==> src/rtl/cfg_autoload_pkg.sv <==
// Constants and types shared by the configuration autoloader.
package cfg_autoload_pkg;

	// ----------------------------------------
	// EEPROM image layout
	// ----------------------------------------
	localparam logic [7:0] LOAD_TAG = 8'h55;
	localparam logic [3:0] IMG_TAG = 4'h0;
	localparam logic [3:0] IMG_VID_LO = 4'h1;
	localparam logic [3:0] IMG_VID_HI = 4'h2;
	localparam logic [3:0] IMG_DID_LO = 4'h3;
	localparam logic [3:0] IMG_DID_HI = 4'h4;
	localparam logic [3:0] IMG_REV = 4'h5;
	localparam logic [3:0] IMG_SVID_LO = 4'h6;
	localparam logic [3:0] IMG_SVID_HI = 4'h7;
	localparam logic [3:0] IMG_SID_LO = 4'h8;
	localparam logic [3:0] IMG_SID_HI = 4'h9;
	localparam int IMG_BYTES = 10;
	localparam logic [15:0] IMG_START = 16'h0000;

	// ----------------------------------------
	// Two-wire bus
	// ----------------------------------------
	localparam logic [7:0] CTRL_WR = 8'ha0;
	localparam logic [7:0] CTRL_RD = 8'ha1;
	localparam int QTR_NS = 2500;
	localparam int CLK_NS = 8;
	localparam int QTR_CYC = QTR_NS / CLK_NS;
	localparam int CNT_W = 10;
	localparam logic [2:0] LAST_BIT = 3'h7;
	localparam logic [1:0] WS_CTRL = 2'h0;
	localparam logic [1:0] WS_AHI = 2'h1;
	localparam logic [1:0] WS_ALO = 2'h2;
	localparam logic [1:0] WS_RD = 2'h3;

	// ----------------------------------------
	// Configuration space
	// ----------------------------------------
	localparam int CFG_BYTES = 4096;
	localparam logic [11:0] EXT_BASE = 12'h100;
	localparam logic [11:0] OFS_ID = 12'h000;
	localparam logic [11:0] OFS_REV = 12'h008;
	localparam logic [11:0] OFS_SUB = 12'h02c;
	localparam logic [11:0] OFS_RW = 12'h100;
	localparam logic [11:0] OFS_W1C = 12'h104;
	localparam logic [11:0] OFS_SRW = 12'h108;
	localparam logic [11:0] OFS_SW1C = 12'h10c;
	localparam logic [11:0] OFS_SRO = 12'h110;

	typedef enum logic [3:0] {
		LD_IDLE = 4'h0,
		LD_START = 4'h1,
		LD_WBIT = 4'h2,
		LD_WACK = 4'h3,
		LD_RSTART = 4'h4,
		LD_RBIT = 4'h5,
		LD_RACK = 4'h6,
		LD_STOP = 4'h7,
		LD_DONE = 4'h8,
		LD_READY = 4'h9
	} ld_state_e;

endpackage : cfg_autoload_pkg

==> src/rtl/pcie_config_autoload.sv <==
// Power-up configuration loader and attribute-typed configuration registers.
`timescale 1ns/1ps
`default_nettype none
// What this block does
// - After power-up reset, fetch header values from EEPROM or defaults, then configure.
// - Read EEPROM byte 00h; load from EEPROM only when it equals 55h.
// - A responding EEPROM with a wrong tag is treated as absent.
// - Absent or invalid EEPROM: load nothing, use internal default values.
// - Image: tag, vendor, device, revision, subsystem vendor, subsystem; low bytes first.
// - Each function offers 4096 bytes of configuration space.
// - Offsets below 256 are legacy; 256 to 4095 form the extended region.
// - Memory-mapped access selects a register by address and returns its contents.
// - Hardware-initialised fields load once, then read-only until fundamental reset.
// - Read-only fields ignore writes; values come from straps or EEPROM.
// - Read-write fields return the last value software wrote.
// - Write-one-clear bits show events, clear on 1, unchanged on 0.
// - Sticky read-only fields survive hot reset; with aux power, warm and cold too.
// - Sticky write-one-clear bits clear by writing 1 or by warm or cold reset without aux power; survive resets with aux power.
// - Device is the two-wire master: drives clock, drives and samples data.
module pcie_config_autoload #(
	parameter logic [15:0] DEF_VENDOR_ID = 16'h0001, // Arbitrary value.
	parameter logic [15:0] DEF_DEVICE_ID = 16'h0002, // Arbitrary value.
	parameter logic [7:0] DEF_REVISION = 8'h00, // Arbitrary value.
	parameter logic [15:0] DEF_SUB_VENDOR_ID = 16'h0001, // Arbitrary value.
	parameter logic [15:0] DEF_SUB_ID = 16'h0003, // Arbitrary value.
	parameter logic [23:0] CLASS_CODE = 24'h070002,
	// A bench may shorten the serial bit time; the default keeps the bus near 100 kHz.
	parameter int QTR_CYC = cfg_autoload_pkg::QTR_CYC,
	parameter int EVT_W = 8
) (
	// Clock and resets
	input wire logic clk_sys_i,
	input wire logic rst_i,
	input wire logic hot_reset_i,
	input wire logic warm_reset_i,
	input wire logic cold_reset_i,
	input wire logic aux_power_i,
	// EEPROM pins
	output logic eeprom_scl_o,
	input wire logic eeprom_sda_i,
	output logic eeprom_sda_o,
	output logic eeprom_sda_oe_n_o,
	// Status sources
	input wire logic [EVT_W-1:0] status_evt_i,
	input wire logic [EVT_W-1:0] sticky_evt_i,
	input wire logic [31:0] sticky_ro_strap_i,
	// Configuration access
	input wire logic cfg_req_i,
	input wire logic cfg_we_i,
	input wire logic [11:0] cfg_addr_i,
	input wire logic [31:0] cfg_wdata_i,
	output logic cfg_ack_o,
	output logic [31:0] cfg_rdata_o,
	output logic cfg_ext_o,
	output logic cfg_ready_o,
	output logic load_from_eeprom_o
);

	// ----------------------------------------
	// State
	// ----------------------------------------
	typedef struct packed {
		cfg_autoload_pkg::ld_state_e st;
		logic [cfg_autoload_pkg::CNT_W-1:0] cnt;
		logic [1:0] ph;
		logic [2:0] bitc;
		logic [1:0] wstep;
		logic [3:0] idx;
		logic [7:0] sh;
		logic nak;
		logic ok;
		logic [cfg_autoload_pkg::IMG_BYTES-1:0][7:0] img;
		logic [2:0] sda_s;
		logic sda_f;
		logic scl;
		logic sda_oe_n;
		logic [15:0] vid;
		logic [15:0] did;
		logic [7:0] rev;
		logic [15:0] svid;
		logic [15:0] sid;
		logic ready;
		logic src_ee;
		logic [31:0] rw;
		logic [EVT_W-1:0] w1c;
		logic [31:0] srw;
		logic [EVT_W-1:0] sw1c;
		logic [31:0] sro;
		logic ack;
		logic [31:0] rdata;
		logic ext;
	} state_s;

	state_s q_ff;
	state_s nxt_q;
	logic tick;
	logic take;
	logic wr;
	logic sticky_rst;
	logic [EVT_W-1:0] clr_w1c;
	logic [EVT_W-1:0] clr_sw1c;
	logic [31:0] rd;

	// ----------------------------------------
	// Next state
	// ----------------------------------------
	always_comb begin
		nxt_q = q_ff;
		// Only the second and third stages are compared; the first may be metastable.
		nxt_q.sda_s = {q_ff.sda_s[1:0], eeprom_sda_i};
		if (q_ff.sda_s[1] == q_ff.sda_s[2]) begin
			nxt_q.sda_f = q_ff.sda_s[2];
		end
		tick = (q_ff.cnt == '0);
		nxt_q.cnt = tick ? cfg_autoload_pkg::CNT_W'(QTR_CYC - 1) : q_ff.cnt - 1'b1;
		if (tick) begin
			nxt_q.ph = q_ff.ph + 2'h1;
			case (q_ff.st)
				cfg_autoload_pkg::LD_IDLE: begin
					nxt_q.st = cfg_autoload_pkg::LD_START;
					nxt_q.ph = 2'h0;
				end
				cfg_autoload_pkg::LD_START: begin
					case (q_ff.ph)
						2'h1: nxt_q.sda_oe_n = 1'b0;
						2'h2: nxt_q.scl = 1'b0;
						2'h3: begin
							nxt_q.st = cfg_autoload_pkg::LD_WBIT;
							nxt_q.sh = cfg_autoload_pkg::CTRL_WR;
							nxt_q.wstep = cfg_autoload_pkg::WS_CTRL;
							nxt_q.bitc = 3'h0;
						end
						default: nxt_q.sda_oe_n = 1'b1;
					endcase
				end
				cfg_autoload_pkg::LD_WBIT: begin
					case (q_ff.ph)
						2'h0: nxt_q.sda_oe_n = q_ff.sh[7];
						2'h1: nxt_q.scl = 1'b1;
						2'h3: begin
							nxt_q.scl = 1'b0;
							nxt_q.sh = {q_ff.sh[6:0], 1'b0};
							nxt_q.bitc = q_ff.bitc + 3'h1;
							if (q_ff.bitc == cfg_autoload_pkg::LAST_BIT) begin
								nxt_q.st = cfg_autoload_pkg::LD_WACK;
							end
						end
						default: ;
					endcase
				end
				cfg_autoload_pkg::LD_WACK: begin
					case (q_ff.ph)
						2'h0: nxt_q.sda_oe_n = 1'b1;
						2'h1: nxt_q.scl = 1'b1;
						// A missing acknowledge means no EEPROM on the bus.
						2'h2: nxt_q.nak = q_ff.sda_f;
						default: begin
							nxt_q.scl = 1'b0;
							if (q_ff.nak) begin
								nxt_q.st = cfg_autoload_pkg::LD_STOP;
							end else if (q_ff.wstep == cfg_autoload_pkg::WS_CTRL) begin
								nxt_q.st = cfg_autoload_pkg::LD_WBIT;
								nxt_q.sh = cfg_autoload_pkg::IMG_START[15:8];
								nxt_q.wstep = cfg_autoload_pkg::WS_AHI;
							end else if (q_ff.wstep == cfg_autoload_pkg::WS_AHI) begin
								nxt_q.st = cfg_autoload_pkg::LD_WBIT;
								nxt_q.sh = cfg_autoload_pkg::IMG_START[7:0];
								nxt_q.wstep = cfg_autoload_pkg::WS_ALO;
							end else if (q_ff.wstep == cfg_autoload_pkg::WS_ALO) begin
								nxt_q.st = cfg_autoload_pkg::LD_RSTART;
							end else begin
								nxt_q.st = cfg_autoload_pkg::LD_RBIT;
								nxt_q.idx = cfg_autoload_pkg::IMG_TAG;
							end
						end
					endcase
				end
				cfg_autoload_pkg::LD_RSTART: begin
					case (q_ff.ph)
						2'h0: nxt_q.sda_oe_n = 1'b1;
						2'h1: nxt_q.scl = 1'b1;
						2'h2: nxt_q.sda_oe_n = 1'b0;
						default: begin
							nxt_q.scl = 1'b0;
							nxt_q.st = cfg_autoload_pkg::LD_WBIT;
							nxt_q.sh = cfg_autoload_pkg::CTRL_RD;
							nxt_q.wstep = cfg_autoload_pkg::WS_RD;
						end
					endcase
				end
				cfg_autoload_pkg::LD_RBIT: begin
					case (q_ff.ph)
						2'h0: nxt_q.sda_oe_n = 1'b1;
						2'h1: nxt_q.scl = 1'b1;
						2'h2: nxt_q.sh = {q_ff.sh[6:0], q_ff.sda_f};
						default: begin
							nxt_q.scl = 1'b0;
							nxt_q.bitc = q_ff.bitc + 3'h1;
							if (q_ff.bitc == cfg_autoload_pkg::LAST_BIT) begin
								nxt_q.st = cfg_autoload_pkg::LD_RACK;
							end
						end
					endcase
				end
				cfg_autoload_pkg::LD_RACK: begin
					case (q_ff.ph)
						2'h0: begin
							nxt_q.img[q_ff.idx] = q_ff.sh;
							// A wrong tag ends the read at once, so nothing else is fetched.
							nxt_q.nak = (q_ff.idx == cfg_autoload_pkg::IMG_SID_HI) ||
								(q_ff.idx == cfg_autoload_pkg::IMG_TAG && q_ff.sh != cfg_autoload_pkg::LOAD_TAG);
							nxt_q.ok = (q_ff.idx == cfg_autoload_pkg::IMG_SID_HI);
							nxt_q.sda_oe_n = nxt_q.nak;
						end
						2'h1: nxt_q.scl = 1'b1;
						2'h2: ;
						default: begin
							nxt_q.scl = 1'b0;
							nxt_q.idx = q_ff.idx + 4'h1;
							nxt_q.st = q_ff.nak ? cfg_autoload_pkg::LD_STOP : cfg_autoload_pkg::LD_RBIT;
						end
					endcase
				end
				cfg_autoload_pkg::LD_STOP: begin
					case (q_ff.ph)
						2'h0: nxt_q.sda_oe_n = 1'b0;
						2'h1: nxt_q.scl = 1'b1;
						2'h2: nxt_q.sda_oe_n = 1'b1;
						default: nxt_q.st = cfg_autoload_pkg::LD_DONE;
					endcase
				end
				cfg_autoload_pkg::LD_DONE: begin
					// Identity fields are written once here and never by software.
					nxt_q.src_ee = q_ff.ok;
					if (q_ff.ok) begin
						nxt_q.vid = {q_ff.img[cfg_autoload_pkg::IMG_VID_HI], q_ff.img[cfg_autoload_pkg::IMG_VID_LO]};
						nxt_q.did = {q_ff.img[cfg_autoload_pkg::IMG_DID_HI], q_ff.img[cfg_autoload_pkg::IMG_DID_LO]};
						nxt_q.rev = q_ff.img[cfg_autoload_pkg::IMG_REV];
						nxt_q.svid = {q_ff.img[cfg_autoload_pkg::IMG_SVID_HI], q_ff.img[cfg_autoload_pkg::IMG_SVID_LO]};
						nxt_q.sid = {q_ff.img[cfg_autoload_pkg::IMG_SID_HI], q_ff.img[cfg_autoload_pkg::IMG_SID_LO]};
					end else begin
						nxt_q.vid = DEF_VENDOR_ID;
						nxt_q.did = DEF_DEVICE_ID;
						nxt_q.rev = DEF_REVISION;
						nxt_q.svid = DEF_SUB_VENDOR_ID;
						nxt_q.sid = DEF_SUB_ID;
					end
					nxt_q.sro = sticky_ro_strap_i;
					nxt_q.ready = 1'b1;
					nxt_q.st = cfg_autoload_pkg::LD_READY;
				end
				default: ;
			endcase
		end

		// Configuration access, held off until the header is complete.
		take = cfg_req_i && q_ff.ready && !q_ff.ack;
		wr = take && cfg_we_i;
		nxt_q.ack = take;
		rd = 32'h0;
		if (cfg_addr_i[11:2] == cfg_autoload_pkg::OFS_ID[11:2]) begin
			rd = {q_ff.did, q_ff.vid};
		end else if (cfg_addr_i[11:2] == cfg_autoload_pkg::OFS_REV[11:2]) begin
			rd = {CLASS_CODE, q_ff.rev};
		end else if (cfg_addr_i[11:2] == cfg_autoload_pkg::OFS_SUB[11:2]) begin
			rd = {q_ff.sid, q_ff.svid};
		end else if (cfg_addr_i[11:2] == cfg_autoload_pkg::OFS_RW[11:2]) begin
			rd = q_ff.rw;
		end else if (cfg_addr_i[11:2] == cfg_autoload_pkg::OFS_W1C[11:2]) begin
			rd = {{(32-EVT_W){1'b0}}, q_ff.w1c};
		end else if (cfg_addr_i[11:2] == cfg_autoload_pkg::OFS_SRW[11:2]) begin
			rd = q_ff.srw;
		end else if (cfg_addr_i[11:2] == cfg_autoload_pkg::OFS_SW1C[11:2]) begin
			rd = {{(32-EVT_W){1'b0}}, q_ff.sw1c};
		end else if (cfg_addr_i[11:2] == cfg_autoload_pkg::OFS_SRO[11:2]) begin
			rd = q_ff.sro;
		end
		if (take) begin
			nxt_q.rdata = cfg_we_i ? 32'h0 : rd;
			nxt_q.ext = (cfg_addr_i >= cfg_autoload_pkg::EXT_BASE);
		end

		// Writes to identity and strap fields are dropped silently.
		if (wr && cfg_addr_i[11:2] == cfg_autoload_pkg::OFS_RW[11:2]) begin
			nxt_q.rw = cfg_wdata_i;
		end
		if (wr && cfg_addr_i[11:2] == cfg_autoload_pkg::OFS_SRW[11:2]) begin
			nxt_q.srw = cfg_wdata_i;
		end
		clr_w1c = (wr && cfg_addr_i[11:2] == cfg_autoload_pkg::OFS_W1C[11:2]) ? cfg_wdata_i[EVT_W-1:0] : '0;
		clr_sw1c = (wr && cfg_addr_i[11:2] == cfg_autoload_pkg::OFS_SW1C[11:2]) ? cfg_wdata_i[EVT_W-1:0] : '0;

		// Resets below fundamental: sticky fields hold through hot reset, and through warm or cold reset only with aux power.
		sticky_rst = (warm_reset_i || cold_reset_i) && !aux_power_i;
		if (hot_reset_i || warm_reset_i || cold_reset_i) begin
			nxt_q.rw = 32'h0;
			clr_w1c = '1;
		end
		if (sticky_rst) begin
			nxt_q.srw = 32'h0;
			nxt_q.sro = sticky_ro_strap_i;
			clr_sw1c = '1;
		end
		// Events win over a clear in the same cycle.
		nxt_q.w1c = (q_ff.w1c & ~clr_w1c) | status_evt_i;
		nxt_q.sw1c = (q_ff.sw1c & ~clr_sw1c) | sticky_evt_i;
	end

	// ----------------------------------------
	// Registers
	// ----------------------------------------
	always_ff @(posedge clk_sys_i or posedge rst_i) begin
		if (rst_i) begin
			q_ff <= '0;
			q_ff.st <= cfg_autoload_pkg::LD_IDLE;
			q_ff.scl <= 1'b1;
			q_ff.sda_oe_n <= 1'b1;
			q_ff.sda_s <= 3'h7;
			q_ff.sda_f <= 1'b1;
		end else begin
			q_ff <= nxt_q;
		end
	end

	assign eeprom_scl_o = q_ff.scl;
	assign eeprom_sda_o = 1'b0;
	assign eeprom_sda_oe_n_o = q_ff.sda_oe_n;
	assign cfg_ack_o = q_ff.ack;
	assign cfg_rdata_o = q_ff.rdata;
	assign cfg_ext_o = q_ff.ext;
	assign cfg_ready_o = q_ff.ready;
	assign load_from_eeprom_o = q_ff.src_ee;

endmodule : pcie_config_autoload
`default_nettype wire

==> config.mk <==
export PLATFORM = sky130hd
export DESIGN_NAME = pcie_config_autoload
export DESIGN_NICKNAME = d
export VERILOG_FILES = /design/src/rtl/cfg_autoload_pkg.sv /design/src/rtl/pcie_config_autoload.sv
export SDC_FILE = /design/constraint.sdc
export NUM_CORES = 1
export LEC_CHECK = 0
export ABC_AREA = 1
export ABC_CLOCK_PERIOD_IN_PS = 12900
export BUFFER_PORTS_ARGS = -buffer_cell sky130_fd_sc_hd__buf_4
export CAP_MARGIN = 20
export CELL_PAD_IN_SITES_DETAIL_PLACEMENT = 2
export CELL_PAD_IN_SITES_GLOBAL_PLACEMENT = 2
export CORE_ASPECT_RATIO = 1.2
export CORE_UTILIZATION = 37
export CTS_CLUSTER_DIAMETER = 100
export DETAILED_ROUTE_END_ITERATION = 8
export PLACE_DENSITY_LB_ADDON = 0.05
export SLEW_MARGIN = 0
export SYNTH_ARGS = -nofsm -noshare
export SYNTH_HDL_FRONTEND = slang
export SYNTH_SLANG_ARGS = --single-unit
==> constraint.sdc <==
create_clock -name clk_sys_i -period 12.9 [get_ports clk_sys_i]
set_input_delay 1.935 -clock clk_sys_i [delete_from_list [all_inputs] [get_ports clk_sys_i]]
set_output_delay 1.935 -clock clk_sys_i [all_outputs]
set_load 0.05 [all_outputs]
Word level (Yosys, flattened, before mapping):

Cells that the tools add are included.

* $add $sub $neg: 4
* magnitude comparators: 3
* eq/ne operators: 49
* multiplexer cells: 77
* bitwise gates (word level): 6
* reduce and logical (&&, ||, !) cells: 47

Operator list (number)
* 32-bit 2-to-1 mux: 16
* 8-bit 2-to-1 mux: 11
* 82-bit 2-to-1 mux: 1
* 80-bit bitwise mux: 1
* 72-bit 2-to-1 mux: 1
* 4-bit 2-to-1 mux: 16
* 10-bit by 7-bit == test with 1-bit output (second input constant): 5
* 8-bit case mux with 5 select lines: 1
* 2-bit != test (second input constant): 18
* 4-bit case mux with 9 select lines: 1
* 8-bit demux with 4-bit select: 1
* 14-bit 2-to-1 mux: 2
* 10-bit logical NOT: 2
* 8-bit AND: 2
* 4-bit by 3-bit == test with 1-bit output (second input constant): 4
* 8-bit inverter: 2
* 8-bit OR: 2
* 8-bit AND reduction: 2
* 12-bit by 9-bit >= comparator with 1-bit output (second input constant): 1
* 1-bit case mux with 2 select lines: 6
* 2-bit case mux with 6 select lines: 1
* 11-bit AND reduction: 1
* 10-bit by 2-bit == test with 1-bit output (second input constant): 1
* 10-bit by 4-bit == test with 1-bit output (second input constant): 1
* 44 further kinds: 87

* register bits after elaboration: 341
* bits of input ports: 101
* logic and storage cells: 224

Depth between registers and ports, before layout:

Gate-level depths: netlist of run 1.

* word-level depth: 10
* mapped depth: 15
* mapped depth without buffers: 13

Worst setup path before layout of run 1:

No wires, ideal clock.

* path type: input -> register
* from: input cfg_addr_i[7]
* to: register q_ff, in the netlist cfg_rdata_o[0]
* arrival: 3.228 ns
* required time: 12.784 ns
* setup slack: 9.555 ns
* stages on the path: 14
* cells stage by stage: nor2_1 -> nand2_1 -> inv_1 -> buf_2 -> nand2_1 -> nor2_1 -> buf_2 -> nand2_1 -> o21ai_0 -> nand3_1 -> nand2_1 -> nand2_1 -> nand2_1 -> nand2_1

* cells in the longest elaborated chain, start to end: 10
* elaborated cells between the ends (all ways): 17
* classes of those cells: 7 x eq/ne; 9 x mux; 1 x reduce/logical

Ends and longest elaborated chain
* start, declared: RTL line pcie_config_autoload.sv:50 `input wire logic [11:0] cfg_addr_i,`
* 10-bit by 7-bit == test with 1-bit output: RTL line pcie_config_autoload.sv:275 `end else if (cfg_addr_i[11:2] == cfg_autoload_pkg::OFS_SRO[11:2]) begin`
* 32-bit 2-to-1 mux: RTL line pcie_config_autoload.sv:275
* 32-bit 2-to-1 mux: RTL line pcie_config_autoload.sv:273 `end else if (cfg_addr_i[11:2] == cfg_autoload_pkg::OFS_SW1C[11:2]) begin`
* 32-bit 2-to-1 mux: RTL line pcie_config_autoload.sv:271 `end else if (cfg_addr_i[11:2] == cfg_autoload_pkg::OFS_SRW[11:2]) begin`
* 32-bit 2-to-1 mux: RTL line pcie_config_autoload.sv:269 `end else if (cfg_addr_i[11:2] == cfg_autoload_pkg::OFS_W1C[11:2]) begin`
* 32-bit 2-to-1 mux: RTL line pcie_config_autoload.sv:267 `end else if (cfg_addr_i[11:2] == cfg_autoload_pkg::OFS_RW[11:2]) begin`
* 32-bit 2-to-1 mux: RTL line pcie_config_autoload.sv:265 `end else if (cfg_addr_i[11:2] == cfg_autoload_pkg::OFS_SUB[11:2]) begin`
* 32-bit 2-to-1 mux: RTL line pcie_config_autoload.sv:263 `end else if (cfg_addr_i[11:2] == cfg_autoload_pkg::OFS_REV[11:2]) begin`
* 32-bit 2-to-1 mux (*): RTL line pcie_config_autoload.sv:261 `if (cfg_addr_i[11:2] == cfg_autoload_pkg::OFS_ID[11:2]) begin`
* 32-bit 2-to-1 mux (*): RTL line pcie_config_autoload.sv:279 `nxt_q.rdata = cfg_we_i ? 32'h0 : rd;`
* end signal, assigned: RTL line pcie_config_autoload.sv:321 `q_ff <= nxt_q;`
* end, declared: RTL line pcie_config_autoload.sv:94 `state_s q_ff;`

Every way passes the cells marked *; elsewhere a longest branch is shown, timed or not.
A chain may end at the register's enable or synchronous reset.

Worst setup path in the final report of run 1:

* from: input cfg_addr_i[7]
* to: register q_ff[124] in the netlist's numbering

* cells in the longest elaborated chain, start to end: 3

Ends and longest elaborated chain
* 10-bit by 7-bit == test with 1-bit output: RTL line pcie_config_autoload.sv:284 `if (wr && cfg_addr_i[11:2] == cfg_autoload_pkg::OFS_RW[11:2]) begin`
* 1-bit logical AND: RTL line pcie_config_autoload.sv:284
* 2-bit nonzero test (no source line)

No other way between the ends.

==> flow_summary.toml, run 1 <==
[clock_tree]
tritoncts = "built"
cts_buffers = 38
path_clk_slew_ns = 0.06
cts_resized = 0
htreeDepth = 2
hold_buffers = 0
clkLatencyLatePin_ns = 0.53
clockRootBuffer = "clkbuf_16"
clk_path_buf_depth = 3
cts.sinks = 333
postCtsSetupBuffers = 0

[detailed_routing]
dr.pass1.iters = 5
drtAntennaViolNets = 0
vias = 11837
wl_per_cell_microns = 20.3
route.detailed.drc = 0
drt_iter0_markers = 509
viasPerCell = 5.15
wirelength_microns = 46600

[timing]
finalSetupViolCount = 0
slew_viol_final = 0
fmax_mhz = 217
hold_slack_ns = 0.357
slew_headroom_pct = 29.2
fin_tns_setup_ns = 0
rsz0062_at_grt = "false"
skew_ns = 0.0166
period_minus_slack_ns = 4.61
worst_slew_pin_slew_ns = 1.06
timing.final.ws_setup_ns = 8.29
min_period_over_period_pct = 35.7
hold_viol = 0

[worst_setup_path]
arrival_ns = 5.02
critPathRequiredTime_ns = 13.32
critical_path_class = "primary input to flip-flop"
crit_path_start = "cfg_addr_i[7]"
start_kind = "primary input"
reg2regPathDepth = 13
endpoint_kind = "flip-flop"
r2r-start = "q_ff[327]"
crit_fanout = 32

[place]
io_buffers = 136
dp_hpwl_microns = 31400
routabilityCongestion = 0.818
pre_cts_ws_ns = 7.75

[floorplanning]
die-area_sq_um = 41400
row_count = 80
io_pins = 140
core_sq_um = 39900
start_util_pct = 37.6
dieHeight_microns = 223
die_w_microns = 186

[yosys]
ys_types = 47
synth_top_cells_by_area = "dfrtp_1 54%, nand2_1 9.3%, inv_1 5.8%"
syn_nets = 1766
yosysTopAreaCellShare_pct = 54.5
synth_edf_count = 0
yosysMostFrequentCell = "nand2_1"
syn_area_per_cell_sq_um = 9.08
yosys.area.top_type = "dfrtp_1"
syn_area_sq_um = 15000
yosys_warnings = 0
yosys_most_used_dff = "dfrtp_1"
ys_seq_area_share_pct = 55.5
yosys_register_bits = 333
synth_common_cells = "374 x nand2_1, 327 x dfrtp_1, 234 x inv_1"
synthCells = 1654
postSynth.asyncResetShare_pct = 100

[finish]
fillers = 4323
final_nets = 1852
diodes = 0
area_delta_synth_final_pct = 16.5
drive_gt1_share_pct = 18.4

[global_route]
first_global_vias = 13300
grt_max_degree = 130
grt_overflow_total = 0
track_usage_pct = 23.2
grt_pass1_wl_microns = 74400
antenna_found_initial = 0

[pwr]
power_density_nw_per_um2 = 128
p_leak_nw = 8.24
ir_drop_mv = 0.0925
finalPower_mw = 2.24

[hold_path]
whs_path_depth = 0
hp-start = "nxt_q[224]"
worstHoldPathType = "flip-flop to flip-flop"

[run]
cap_violations = 0

[run_status]
outcome = "finished clean"
[report_power, final]
part | internal [mW] | switching [mW]
Combinational | 0.0379 | 0.0500
Sequential | 1.06 | 0.0108
Clock | 0.638 | 0.444
[cells in the final DEF (no fill, tap or decap), drive strengths merged, types with 14 or more instances in the layout]
master	n
mux2	32
dfrtp	327
o21ai	217
o221ai	16
nor3	17
o22ai	74
clkbuf	50
nor2	71
a21oi	31
buf	150
a31o	16
a22o	15
nand2	377
nand3	64
inv	241
clkinv	14
[path summary, 6_finish.rpt]
check	to	slack (ns)
max	q_ff[124]	8.29
min	nxt_q[225]	0.36
max reg2reg	q_ff[55]	9.51
min reg2reg	nxt_q[225]	0.36
max in group asynchronous	q_ff[47]	9.77
min in group asynchronous	cfg_rdata_o[29]	1.61
[critical path: stages]
cell	delay (ns)
buf_4	0.11
nor2_1	0.18
nand2_1	0.20
inv_1	0.37
nand3_1	0.48
inv_1	0.49
nand3_2	0.74
o22ai_1	0.48
[cells by family after synthesis]
group	count (synthesis)	share of synthesized area, %
compound gates	385	15.5
other cells	1	0.0250
mux	32	2.40
flops	333	55.5
xor+xnor	6	0.350
buf+inv	347	10.1
simple gates	538	15.2
fa+ha+maj	12	0.983
[cell type report]
type | instances | area [sq um] | area share, %
multi-input combinational | 974 | 5230 | 29.9
clock buffer | 50 | 1060 | 6.04
clock inverter | 16 | 169 | 0.965
tap | 533 | 667 | 3.81
inverter | 243 | 920 | 5.25
timing repair buffer | 150 | 1120 | 6.42
sequential | 333 | 8340 | 47.6
[layer usage]
| layer | up-vias | routed length, microns | global-route usage [%] |
|---|---|---|---|
| li1 | 5541 | - | - |
| met1 | 6068 | 21400 | 30.8 |
| met2 | 175 | 22800 | 39.6 |
| met3 | 53 | 1630 | 3.39 |
| met4 | 0 | 797 | 5.45 |
| met5 | - | 0 | 0 |
[through the flow]
stage          utilization [%]  instances  cell area, sq um
2_1_floorplan                -       1654             15000
3_3_place_gp              40.7       2231             16300
3_5_place_dp              40.8       2232             16300
4_1_cts                   43.8       2298             17500
5_1_grt                   43.8       2299             17500
6_report                  43.8       2299             17500
Power figures use the tool's default switching activity.
==> run 2, diff against run 1 <==
--- a/config.mk
+++ b/config.mk
@@ -6,13 +6,13 @@
 export NUM_CORES = 1
 export LEC_CHECK = 0
 export ABC_AREA = 1
-export ABC_CLOCK_PERIOD_IN_PS = 12900
+export ABC_CLOCK_PERIOD_IN_PS = 3850
 export BUFFER_PORTS_ARGS = -buffer_cell sky130_fd_sc_hd__buf_4
 export CAP_MARGIN = 20
 export CELL_PAD_IN_SITES_DETAIL_PLACEMENT = 2
 export CELL_PAD_IN_SITES_GLOBAL_PLACEMENT = 2
 export CORE_ASPECT_RATIO = 1.2
-export CORE_UTILIZATION = 37
+export CORE_UTILIZATION = 33
 export CTS_CLUSTER_DIAMETER = 100
 export DETAILED_ROUTE_END_ITERATION = 8
 export PLACE_DENSITY_LB_ADDON = 0.05
==> constraint.sdc (replaced) <==
create_clock -name clk_sys_i -period 3.85 [get_ports clk_sys_i]
set_input_delay 0.5775 -clock clk_sys_i [delete_from_list [all_inputs] [get_ports clk_sys_i]]
set_output_delay 0.5775 -clock clk_sys_i [all_outputs]
set_load 0.05 [all_outputs]
==> run 2 against run 1 <==
Combinational power increased to 3.5 times the previous value. Clock skew decreased by 0.0035 ns. Count of clock-buffer cells in the layout rose by 8. Wire length grew 2.4%. Clock power rose to 3.6 times the previous value. Critical endpoint is now q_ff[178].
==> flow_summary.toml, run 2 (synthesized netlist as in run 1, its figures left out) <==
[clock_tree]
clk_path_buf_depth = 3
path_clk_slew_ns = 0.06
cts_buffers = 39
cts_resized = 0
cts.sinks = 333
htreeDepth = 2
clockRootBuffer = "clkbuf_16"
tritoncts = "built"
postCtsSetupBuffers = 0
clkLatencyLatePin_ns = 0.57
hold_buffers = 0

[floorplanning]
die-area_sq_um = 46400
core_sq_um = 44900
dieHeight_microns = 236
die_w_microns = 197
start_util_pct = 33.5
row_count = 85
io_pins = 140

[pwr]
power.switching_mw = 1.74
p_sw_share_pct = 22.3
finalPower_mw = 7.81
combPwrFrac_pct = 3.9
clock_power_share_pct = 50.0
ir_drop_mv = 0.284
p_seq_share_pct = 46.0
internal_power_mw = 6.07
p_leak_nw = 8.38
power_density_nw_per_um2 = 436

[finish]
drive_gt1_share_pct = 19.3
area_delta_synth_final_pct = 19.1
final_cell_mix = "374 x nand2_1, 327 x dfrtp_1, 232 x inv_1, 161 x buf_4, 159 x o21ai_0"
final_common_cell = "nand2_1"
final_nets = 1870

[worst_setup_path]
critical_path_class = "flip-flop to flip-flop"
arrival_ns = 3.10
endpoint_kind = "flip-flop"
start_kind = "flip-flop"
critPathRequiredTime_ns = 4.25
crit_fanout = 54

[timing]
fmax_mhz = 371
period_minus_slack_ns = 2.70
slew_headroom_pct = 37.1
finalSetupViolCount = 0
hold_viol = 0
rsz0062_at_grt = "false"
min_period_over_period_pct = 70.0
worst_slew_pin_slew_ns = 0.939
skew_ns = 0.0131
slew_viol_final = 0
fin_tns_setup_ns = 0

[detailed_routing]
viasPerCell = 4.94
drt_iter0_markers = 474
route.detailed.drc = 0
wirelength_microns = 47700
wl_per_cell_microns = 19.9
drtAntennaViolNets = 0
dr.pass1.iters = 4
vias = 11831

[global_route]
grt_pass1_wl_microns = 76600
antenna_found_initial = 1
first_global_vias = 13220
track_usage_pct = 21.3
grt_max_degree = 57
grt_overflow_total = 0

[hold_path]
worstHoldPathType = "primary input to flip-flop"

[run_status]
outcome = "finished clean"

[place]
io_buffers = 136
dp_hpwl_microns = 33200
routabilityCongestion = 0.804

[run]
cap_violations = 0
==> run 2: final cells by class <==
type	instances	area, sq um
repair buffers	167	1330
diodes	1	2.50
multi-input cells	974	5200
well taps	609	762
fillers	4995	27000
flip-flops and latches	333	8340
inverters	243	916
clock inverters	11	143
clock buffers	58	1210
==> run 2: worst max-delay path, stage by stage, from the launching register on <==
cell and delay [ns]:
dfrtp_1 0.38, inv_1 0.08, ha_1 0.22, nand3_2 0.12
nor2_4 0.16, nand3_4 0.17, inv_2 0.24, nand2_1 0.08
buf_4 0.24, inv_2 0.12, buf_4 0.50, o21ai_0 0.19
==> run 2: layer usage <==
layer  wire (microns)  GRT usage (%)  vias to the layer above
met5                0              0                        -
met4             1010           6.55                        0
met3             1650           3.07                       61
met2            22700           35.3                      175
met1            22400           28.8                     6024
li1                 -              -                     5571
==> run 2: worst paths after layout <==
path	from	to	slack (ns)	depth (start not counted)
worst max-delay path	q_ff[327]	q_ff[178]	1.15	11
worst min-delay path	eeprom_sda_i	nxt_q[224]	0.13	1
worst max register to register	q_ff[327]	q_ff[178]	1.15	11
worst min register to register	nxt_q[224]	nxt_q[225]	0.36	0
max in group asynchronous	rst_i	cfg_rdata_o[5]	2.67	3
min in group asynchronous	rst_i	q_ff[161]	0.16	2
==> run 2: stage by stage <==
stage	std cells	hold WS, ns	area [sq um]	util (%)	setup slack [ns]
after floorplan	1654	0.345	15000	-	-1.17
after global placement	2326	0.347	16500	36.9	0.945
after detailed placement	2326	0.353	16500	36.9	0.930
after CTS	2395	0.109	17900	39.9	1.06
after global routing	2395	0.117	17900	39.9	0.912
final	2396	0.132	17900	39.9	1.15
==> run 2: power by group through the flow <==
stage          logic [mW]  clock network (mW)  registers [mW]
4_1_cts             0.317                4.03            3.59
5_1_grt             0.341                4.16            3.60
3_3_place_gp        0.309                   0            3.65
3_5_place_dp        0.316                   0            3.66
6_report            0.306                3.91            3.59
2_1_floorplan       0.157                   0            3.65
